File: src/hpb_pkg.sv
// shared constants and types for the host parallel bus port
package hpb_pkg;
    localparam int HPB_DATA_W = 16;
    localparam int HPB_ADDR_W = 7;
    localparam int HPB_CSR_IDX_W = 5;
    localparam int HPB_FIFO_IDX_W = 2;
    localparam logic [4:0] HPB_BURST_MAX = 5'h10;
    localparam int HPB_CLK_MHZ = 25;
    localparam int HPB_DEASSERT_NS = 13;
    localparam int HPB_DEASSERT_CYC =
        ((HPB_DEASSERT_NS * HPB_CLK_MHZ + 999) / 1000 < 1) ? 1 : (HPB_DEASSERT_NS * HPB_CLK_MHZ + 999) / 1000;
    localparam int HPB_SYNC_STAGES = 3;
    localparam logic [15:0] HPB_DATA_RST = 16'h0000;
    localparam logic [6:0] HPB_ADDR_RST = 7'h00;
    localparam logic [4:0] HPB_COUNT_RST = 5'h00;
    typedef enum logic [1:0] {
        HPB_IDLE = 2'b00,
        HPB_READ = 2'b01,
        HPB_WRITE = 2'b10,
        HPB_GAP = 2'b11
    } hpb_state_t;
endpackage : hpb_pkg

File: src/hpb_port.sv
`timescale 1ns/1ps
// host parallel bus port: single/burst reads, writes, fifo-direct routing

module hpb_port (
    input wire logic clock,
    input wire logic rst_b,
    input wire logic host_select_n,
    input wire logic read_strobe_n,
    input wire logic write_strobe_n,
    input wire logic fifo_sel,
    input wire logic [hpb_pkg::HPB_ADDR_W-1:0] host_addr,
    input wire logic [hpb_pkg::HPB_DATA_W-1:0] host_data_in,
    output logic [hpb_pkg::HPB_DATA_W-1:0] host_data_out,
    output logic host_data_oe,
    output logic [hpb_pkg::HPB_CSR_IDX_W-1:0] csr_index,
    output logic csr_rd_req,
    output logic csr_wr_req,
    output logic [hpb_pkg::HPB_DATA_W-1:0] csr_wr_data,
    output logic counter_snap,
    input wire logic [hpb_pkg::HPB_DATA_W-1:0] csr_rd_data,
    output logic rx_fifo_pop,
    output logic [hpb_pkg::HPB_FIFO_IDX_W-1:0] fifo_index,
    input wire logic [hpb_pkg::HPB_DATA_W-1:0] rx_fifo_data,
    output logic tx_fifo_push,
    output logic [hpb_pkg::HPB_DATA_W-1:0] tx_fifo_data,
    output logic burst_overrun
);
    import hpb_pkg::*;

    logic cs_n_s;
    logic rd_n_s;
    logic wr_n_s;
    logic fsel_s;
    hpb_state_t state;
    hpb_state_t next_state;
    logic [HPB_ADDR_W-1:0] cur_addr;
    logic [HPB_ADDR_W-1:0] next_cur_addr;
    logic [HPB_DATA_W-1:0] wr_hold;
    logic [HPB_DATA_W-1:0] next_wr_hold;
    logic [4:0] word_count;
    logic [4:0] next_word_count;
    logic is_fifo;
    logic next_is_fifo;
    logic [HPB_DATA_W-1:0] next_data_out;
    logic next_data_oe;
    logic [HPB_CSR_IDX_W-1:0] next_csr_index;
    logic next_csr_rd_req;
    logic next_csr_wr_req;
    logic [HPB_DATA_W-1:0] next_csr_wr_data;
    logic next_counter_snap;
    logic next_rx_fifo_pop;
    logic [HPB_FIFO_IDX_W-1:0] next_fifo_index;
    logic next_tx_fifo_push;
    logic [HPB_DATA_W-1:0] next_tx_fifo_data;
    logic next_burst_overrun;
    logic read_on;
    logic write_on;
    logic [HPB_ADDR_W-1:0] addr_s;
    logic [HPB_DATA_W-1:0] data_s;

    // strobes and fifo select are asynchronous pins, each filtered before use
    hpb_sync u_sync_cs (.clock(clock), .rst_b(rst_b), .pin(host_select_n), .rst_value(1'b1), .level(cs_n_s));
    hpb_sync u_sync_rd (.clock(clock), .rst_b(rst_b), .pin(read_strobe_n), .rst_value(1'b1), .level(rd_n_s));
    hpb_sync u_sync_wr (.clock(clock), .rst_b(rst_b), .pin(write_strobe_n), .rst_value(1'b1), .level(wr_n_s));
    hpb_sync u_sync_fs (.clock(clock), .rst_b(rst_b), .pin(fifo_sel), .rst_value(1'b0), .level(fsel_s));

    // address and data pins ride the same three stages, so they stay aligned with the strobes
    for (genvar gi = 0; gi < HPB_ADDR_W; gi++) begin : g_addr_sync
        hpb_sync u_sync_a (.clock(clock), .rst_b(rst_b), .pin(host_addr[gi]), .rst_value(1'b0),
            .level(addr_s[gi]));
    end
    for (genvar gd = 0; gd < HPB_DATA_W; gd++) begin : g_data_sync
        hpb_sync u_sync_d (.clock(clock), .rst_b(rst_b), .pin(host_data_in[gd]), .rst_value(1'b0),
            .level(data_s[gd]));
    end

    // access framing: order of strobe edges does not matter
    assign read_on = !cs_n_s && !rd_n_s;
    assign write_on = !cs_n_s && !wr_n_s;

    // access sequencer and datapath next values
    always_comb begin
        next_state = state;
        next_cur_addr = cur_addr;
        next_wr_hold = wr_hold;
        next_word_count = word_count;
        next_is_fifo = is_fifo;
        next_data_out = host_data_out;
        next_data_oe = 1'b0;
        next_csr_index = csr_index;
        next_csr_rd_req = 1'b0;
        next_csr_wr_req = 1'b0;
        next_csr_wr_data = csr_wr_data;
        next_counter_snap = 1'b0;
        next_rx_fifo_pop = 1'b0;
        next_fifo_index = fifo_index;
        next_tx_fifo_push = 1'b0;
        next_tx_fifo_data = tx_fifo_data;
        next_burst_overrun = 1'b0;
        case (state)
            HPB_IDLE: begin
                if (read_on) begin
                    next_state = HPB_READ;
                    next_cur_addr = addr_s;
                    next_is_fifo = fsel_s;
                    next_word_count = 5'h01;
                    next_counter_snap = 1'b1;
                    if (fsel_s) begin
                        next_rx_fifo_pop = 1'b1;
                        next_fifo_index = addr_s[HPB_FIFO_IDX_W-1:0];
                    end else begin
                        next_csr_rd_req = 1'b1;
                        next_csr_index = addr_s[HPB_CSR_IDX_W-1:0];
                    end
                end else if (write_on) begin
                    next_state = HPB_WRITE;
                    next_is_fifo = fsel_s;
                    next_cur_addr = addr_s;
                end
            end
            HPB_READ: begin
                next_data_oe = 1'b1;
                // fifo word or register word on all sixteen lines
                next_data_out = is_fifo ? rx_fifo_data : csr_rd_data;
                if (!read_on) begin
                    next_state = HPB_GAP;
                    next_data_oe = 1'b0;
                end else if (addr_s != cur_addr) begin
                    next_cur_addr = addr_s;
                    if (is_fifo) begin
                        next_rx_fifo_pop = 1'b1;
                        next_fifo_index = addr_s[HPB_FIFO_IDX_W-1:0];
                    end else if (word_count < HPB_BURST_MAX) begin
                        next_csr_rd_req = 1'b1;
                        next_csr_index = addr_s[HPB_CSR_IDX_W-1:0];
                        next_word_count = word_count + 5'h01;
                    end else begin
                        next_burst_overrun = 1'b1;
                    end
                end
            end
            HPB_WRITE: begin
                // data is taken late so setup before the rising strobe is honoured
                next_wr_hold = data_s;
                if (!write_on) begin
                    next_state = HPB_GAP;
                    if (is_fifo) begin
                        next_tx_fifo_push = 1'b1;
                        next_tx_fifo_data = wr_hold;
                    end else begin
                        next_csr_wr_req = 1'b1;
                        next_csr_wr_data = wr_hold;
                        next_csr_index = cur_addr[HPB_CSR_IDX_W-1:0];
                    end
                end
            end
            HPB_GAP: begin
                // one idle cycle; host spacing covers the rest
                next_state = HPB_IDLE;
            end
            default: begin
                next_state = HPB_IDLE;
            end
        endcase
    end

    // state and registered outputs, nothing but the next values here
    always_ff @(posedge clock) begin
        if (!rst_b) begin
            state <= HPB_IDLE;
            cur_addr <= HPB_ADDR_RST;
            wr_hold <= HPB_DATA_RST;
            word_count <= HPB_COUNT_RST;
            is_fifo <= 1'b0;
            host_data_out <= HPB_DATA_RST;
            host_data_oe <= 1'b0;
            csr_index <= '0;
            csr_rd_req <= 1'b0;
            csr_wr_req <= 1'b0;
            csr_wr_data <= HPB_DATA_RST;
            counter_snap <= 1'b0;
            rx_fifo_pop <= 1'b0;
            fifo_index <= '0;
            tx_fifo_push <= 1'b0;
            tx_fifo_data <= HPB_DATA_RST;
            burst_overrun <= 1'b0;
        end else begin
            state <= next_state;
            cur_addr <= next_cur_addr;
            wr_hold <= next_wr_hold;
            word_count <= next_word_count;
            is_fifo <= next_is_fifo;
            host_data_out <= next_data_out;
            host_data_oe <= next_data_oe;
            csr_index <= next_csr_index;
            csr_rd_req <= next_csr_rd_req;
            csr_wr_req <= next_csr_wr_req;
            csr_wr_data <= next_csr_wr_data;
            counter_snap <= next_counter_snap;
            rx_fifo_pop <= next_rx_fifo_pop;
            fifo_index <= next_fifo_index;
            tx_fifo_push <= next_tx_fifo_push;
            tx_fifo_data <= next_tx_fifo_data;
            burst_overrun <= next_burst_overrun;
        end
    end
endmodule : hpb_port

File: src/hpb_sync.sv
`timescale 1ns/1ps
// three-stage synchroniser with agreement filter for one pin
module hpb_sync (
    input wire logic clock,
    input wire logic rst_b,
    input wire logic pin,
    input wire logic rst_value,
    output logic level
);
    import hpb_pkg::*;

    logic [HPB_SYNC_STAGES-1:0] stage;
    logic [HPB_SYNC_STAGES-1:0] next_stage;
    logic next_level;

    // shift in; level only moves once stages two and three agree
    always_comb begin
        next_stage = {stage[HPB_SYNC_STAGES-2:0], pin};
        next_level = (stage[1] == stage[2]) ? stage[2] : level;
    end

    always_ff @(posedge clock) begin
        if (!rst_b) begin
            stage <= {HPB_SYNC_STAGES{rst_value}};
            level <= rst_value;
        end else begin
            stage <= next_stage;
            level <= next_level;
        end
    end
endmodule : hpb_sync
File: config.mk
export PLATFORM = sky130hd
export DESIGN_NAME = hpb_port
export DESIGN_NICKNAME = d
export VERILOG_FILES = /design/src/hpb_pkg.sv /design/src/hpb_port.sv /design/src/hpb_sync.sv
export SDC_FILE = /design/constraint.sdc
export NUM_CORES = 1
export LEC_CHECK = 0
export ABC_AREA = 1
export BUFFER_PORTS_ARGS = -buffer_cell sky130_fd_sc_hd__buf_2
export CELL_PAD_IN_SITES_DETAIL_PLACEMENT = 0
export CELL_PAD_IN_SITES_GLOBAL_PLACEMENT = 1
export CORE_AREA = 8 8 142 144
export CTS_CLUSTER_DIAMETER = 120
export DETAILED_ROUTE_END_ITERATION = 6
export DIE_AREA = 0 0 150 152
export PLACE_DENSITY_LB_ADDON = 0.1
export RECOVER_POWER = 50
export SLEW_MARGIN = 5
export SYNTH_ARGS = -nofsm -noshare
export SYNTH_HDL_FRONTEND = slang
export SYNTH_SLANG_ARGS = --single-unit
export TNS_END_PERCENT = 30
File: constraint.sdc
create_clock -name clock -period 2.05 [get_ports clock]
set_input_delay 0.3075 -clock clock [delete_from_list [all_inputs] [get_ports clock]]
set_output_delay 0.3075 -clock clock [all_outputs]
set_load 0.1 [all_outputs]
==> out/summary.md <==
In this run, distinct cell masters in the synthesized netlist total 30. The final routed DRC violation total was 0; the number of optimization iterations in the first detailed-route pass was 4. The leakage power summed over all cells is 4.63 nW. The count of clock tree sinks was 201. The area occupied by multi-input gates is 0.00247 mm^2.

The tree is rooted in a clkbuf_16. The worst voltage drop across the vdd grid was 655 uV. The floorplan die width was 150 um; the worst relative slew slack was 7.09%. Counting the buffers created by CTS gives 22. STA puts the critical path data required time at 2470 ps.

The H-tree depth reported by CTS was 1. For this run, asynchronously set or reset flops after synthesis account for 0%. The final-report hold violation count is 0, and the net switching power figure is 4.23 mW. Once the floorplan was initialized, standard cells occupied 39.8% of the core. Of the available clock period, the critical path in the final layout requires 84.6%. Yosys printed 0 warnings. Global routing used 13.6% of the available tracks.

The instance count on the critical path was 6. Clock-pin slew was measured on the worst setup and hold paths at 60 ps. After synthesis the cells add up to 0.00707 mm^2. The startpoint type of the worst setup path is a flip-flop.

Diode insertion count for antenna repair: 0. The die covers 0.0228 mm^2. Via count of the first global-routing pass: 5459.

The wire-length estimate of the detail-placed layout is 10900 um. The run finished with clean final reports. The worst setup skew after layout was 6.94 ps; the synthesis-to-finish area growth was 26.7%. Net switching is 35.5% of the power. The share of total power dissipated in sequential elements is 38.7%. The startpoint of the lowest-slack hold path is host_data_in[6].

The number of buffers and inverters on the critical path is 2. The tools report the critical path endpoint category as a flip-flop. The run gives 490 ps as the clock insertion delay at the later pin of the skew report. The startpoint of the lowest-slack register-to-register path was state[0]. For the number of antenna violations at the first check in global routing, the log shows 0.

By startpoint and endpoint, the worst setup path is classified as flip-flop to flip-flop. In the final layout, the share of cells above drive strength 1 is 18.6%. Most instantiated flip-flop cell in the synthesis netlist: dfxtp_1. For the via total after detailed routing, the log shows 5719. Global routing used 21.9% of the available met2 tracks.

The number of nets with antenna violations after detailed routing is 0, and the instance count along the most critical hold path is 3. Counting along the longest clock path gives a buffer depth of 3. TritonCTS built the clock tree. For the pin with the worst max-slew slack, the measured transition is 1390 ps. The tools report the final number of max-transition violations as 0.

The remaining global-route overflow is 0. The largest individual stage delay along the critical path comes from the cell o21ai_0. Traced cell by cell, the critical path runs through inv_1, ha_1, buf_4, o21ai_0, nand3_1, a21oi_1. Final RePlAce weighted congestion: 0.784. The first global-routing pass estimated 26500 um of wire. The run gives 49 as the site row count. The min-delay analysis places its worst path in the category input pin to flip-flop. The family of cells with the greatest summed delay on the critical path is compound AO/OA/AOI/OAI gates. The fraction of the yosys area taken by sequential cells was 56.9%; the number of failing setup endpoints in the final timing report was 0.

Setup total negative slack on the finished layout was measured at 0 ps. The run gives 3.06% as the fraction of met3 tracks used by global routing. The final layout net count was 1109. In this run the worst setup path begins at state[0]. For this block, the routed nets add up to 15800 um of wire.

The register bit count reported by yosys works out to 201. Once the clock tree was built, the setup fixing pass inserted 0 buffers. Setup repair after global routing left no endpoint under its margin.

For the post-layout utilization of the core, the log shows 50.4%. Averaged over all synthesized cells, the footprint is 7.91 um^2. During placement, the flow inserted port buffers numbering 122. The power density relative to cell area is 1330 mW/mm^2. The design internal power is 7.68 mW, and the area of all sequential standard cells is 0.00402 mm^2.

The tools report the maximum number of pins on one net before global-route repair as 90. The worst reg2reg path depth is 6, and the routed length per instance is 12.3 um. The fmax is 0.576 GHz. Dividing the detail-routed via count by the number of cells gives 4.44.

The number of nets produced by synthesis was 961. Counting every instance in the synthesized netlist gives 894. For the boundary pin count, the log shows 123.

The logs give 0 for the number of maximum-capacitance constraint violations and 18.0% for the global-route met1 utilization. The critical path's largest stage delay was 390 ps; the filler cell count in the final layout was 1778. The tools report the area inside the core boundary as 0.0178 mm^2.

In this run, the clock network consumes 35.0% of the power. Time the final worst path needs with I/O delays and setup: 1730 ps. Power comes to 11.9 mW. In this run, the combinational gates consume 26.3% of the power.

The die is 152 um tall. Data arrives at the worst endpoint at 2160 ps. The first routing iteration left 280 violations. Yosys mapped a number of flops with a built-in enable equal to 0. Most crowded layer after global routing: met2. Of all nets on the critical path, the largest fanout is 19.
[through the flow]
step                      instance area (um^2)  setup WS, ps  hold WS [ps]  std cells
after floorplan                           7070           471           390        894
after global placement                    7960           223           392       1223
after detailed placement                  7960           172           397       1223
after CTS                                 8990           154         0.559       1287
after global routing                      8960          84.7          19.6       1287
final                                     8960           315          20.4       1287
[sequential cells by signal, indices dropped and copies added (netlist names), 2 cells and up]
signal                      cells
u_sync_cs.stage                 3
u_sync_rd.stage                 3
state                           2
g_addr_sync.u_sync_a.stage     21
wr_hold                        16
g_addr_sync.u_sync_a.level      7
fifo_index                      2
g_data_sync.u_sync_d.stage     48
word_count                      5
host_data_out                  16
csr_wr_data                    16
g_data_sync.u_sync_d.level     16
u_sync_wr.stage                 3
tx_fifo_data                   16
u_sync_fs.stage                 3
cur_addr                        7
csr_index                       5
[layer usage]
metal | up-vias | share of wire [%]
met5 | - | 0
met1 | 2528 | 48
met2 | 98 | 45
li1 | 3070 | -
met4 | 0 | 1.7
met3 | 23 | 5.8
[final timing paths]
| kind | slack (ps) | to |
|---|---|---|
| worst max register to register | 320 | csr_index[3] |
| worst min-delay path | 20 | g_data_sync[6].u_sync_d.stage[0] |
| worst min register to register | 410 | u_sync_fs.stage[1] |
| worst max-delay path | 320 | csr_index[3] |
[cells in the final DEF (no fill, tap or decap), types with 3 or more instances in the layout]
master / synthesis / layout
clkbuf_2: 0 / 4
buf_4: 2 / 13
inv_1: 106 / 107
clkbuf_16: 0 / 23
clkbuf_8: 0 / 7
dfxtp_1: 201 / 201
nand4_1: 10 / 10
nor2_2: 5 / 5
xnor2_1: 3 / 3
or2_2: 9 / 9
nand2_1: 199 / 199
ha_1: 6 / 5
nor2_1: 142 / 142
bufinv_16: 0 / 3
o21ai_0: 79 / 79
nand3_1: 26 / 26
clkbuf_1: 22 / 6
buf_2: 11 / 119
xor2_1: 3 / 3
dlygate4sd3_1: 0 / 24
a21oi_1: 48 / 48
[worst reg2reg max path: stages, from the launching register on]
cell	delay, ps
dfxtp_1	350
inv_1	90
ha_1	300
buf_4	240
o21ai_0	390
nand3_1	150
a21oi_1	150
[Yosys cell counts, drive strengths merged (6+ instances only)]
library cell	instances	area, um^2
nor2	148	576
o21ai	80	400
nand4	10	62.6
a21oi	48	240
or2	9	56.3
nand2	201	759
dfxtp	201	4020
ha	6	75.1
buf	16	88.8
inv	109	409
nand3	29	168
clkbuf	22	82.6
[power groups by stage]
| stage | clock network, mW | logic, mW | registers, mW |
|---|---|---|---|
| 6_report | 4.16 | 3.13 | 4.61 |
| 5_1_grt | 4.45 | 3.39 | 4.67 |
| 4_1_cts | 4.29 | 3.18 | 4.62 |
| 3_5_place_dp | 0 | 3.13 | 4.71 |
| 3_3_place_gp | 0 | 3.13 | 4.72 |
| 2_1_floorplan | 0 | 1.07 | 6.09 |
[what timing repair did]
item                                    4_1_cts  5_1_grt
hold buffers                                 24        0
endpoints found under the hold margin        24        0
resized for setup                             0        1
endpoints found under the setup margin        0        2
[layout make-up]
cell class	instances	share of cell area, %
clock inverters	5	1.12
repair buffers	162	10.9
multi-input cells	546	27.6
well taps	229	3.20
flip-flops and latches	201	44.9
clock buffers	35	7.71
inverters	109	4.57
[logic make-up after synthesis]
family,Yosys count,share of synthesized area [%]
and+or+nand+nor,402,23.6
DFF,201,56.9
buffers and inverters,147,8.21
AOI/OAI and AO/OA,132,9.48
xor gates and xnor gates,6,0.743
adders and majority gates,6,1.06
(Power assumes the default switching activity.)
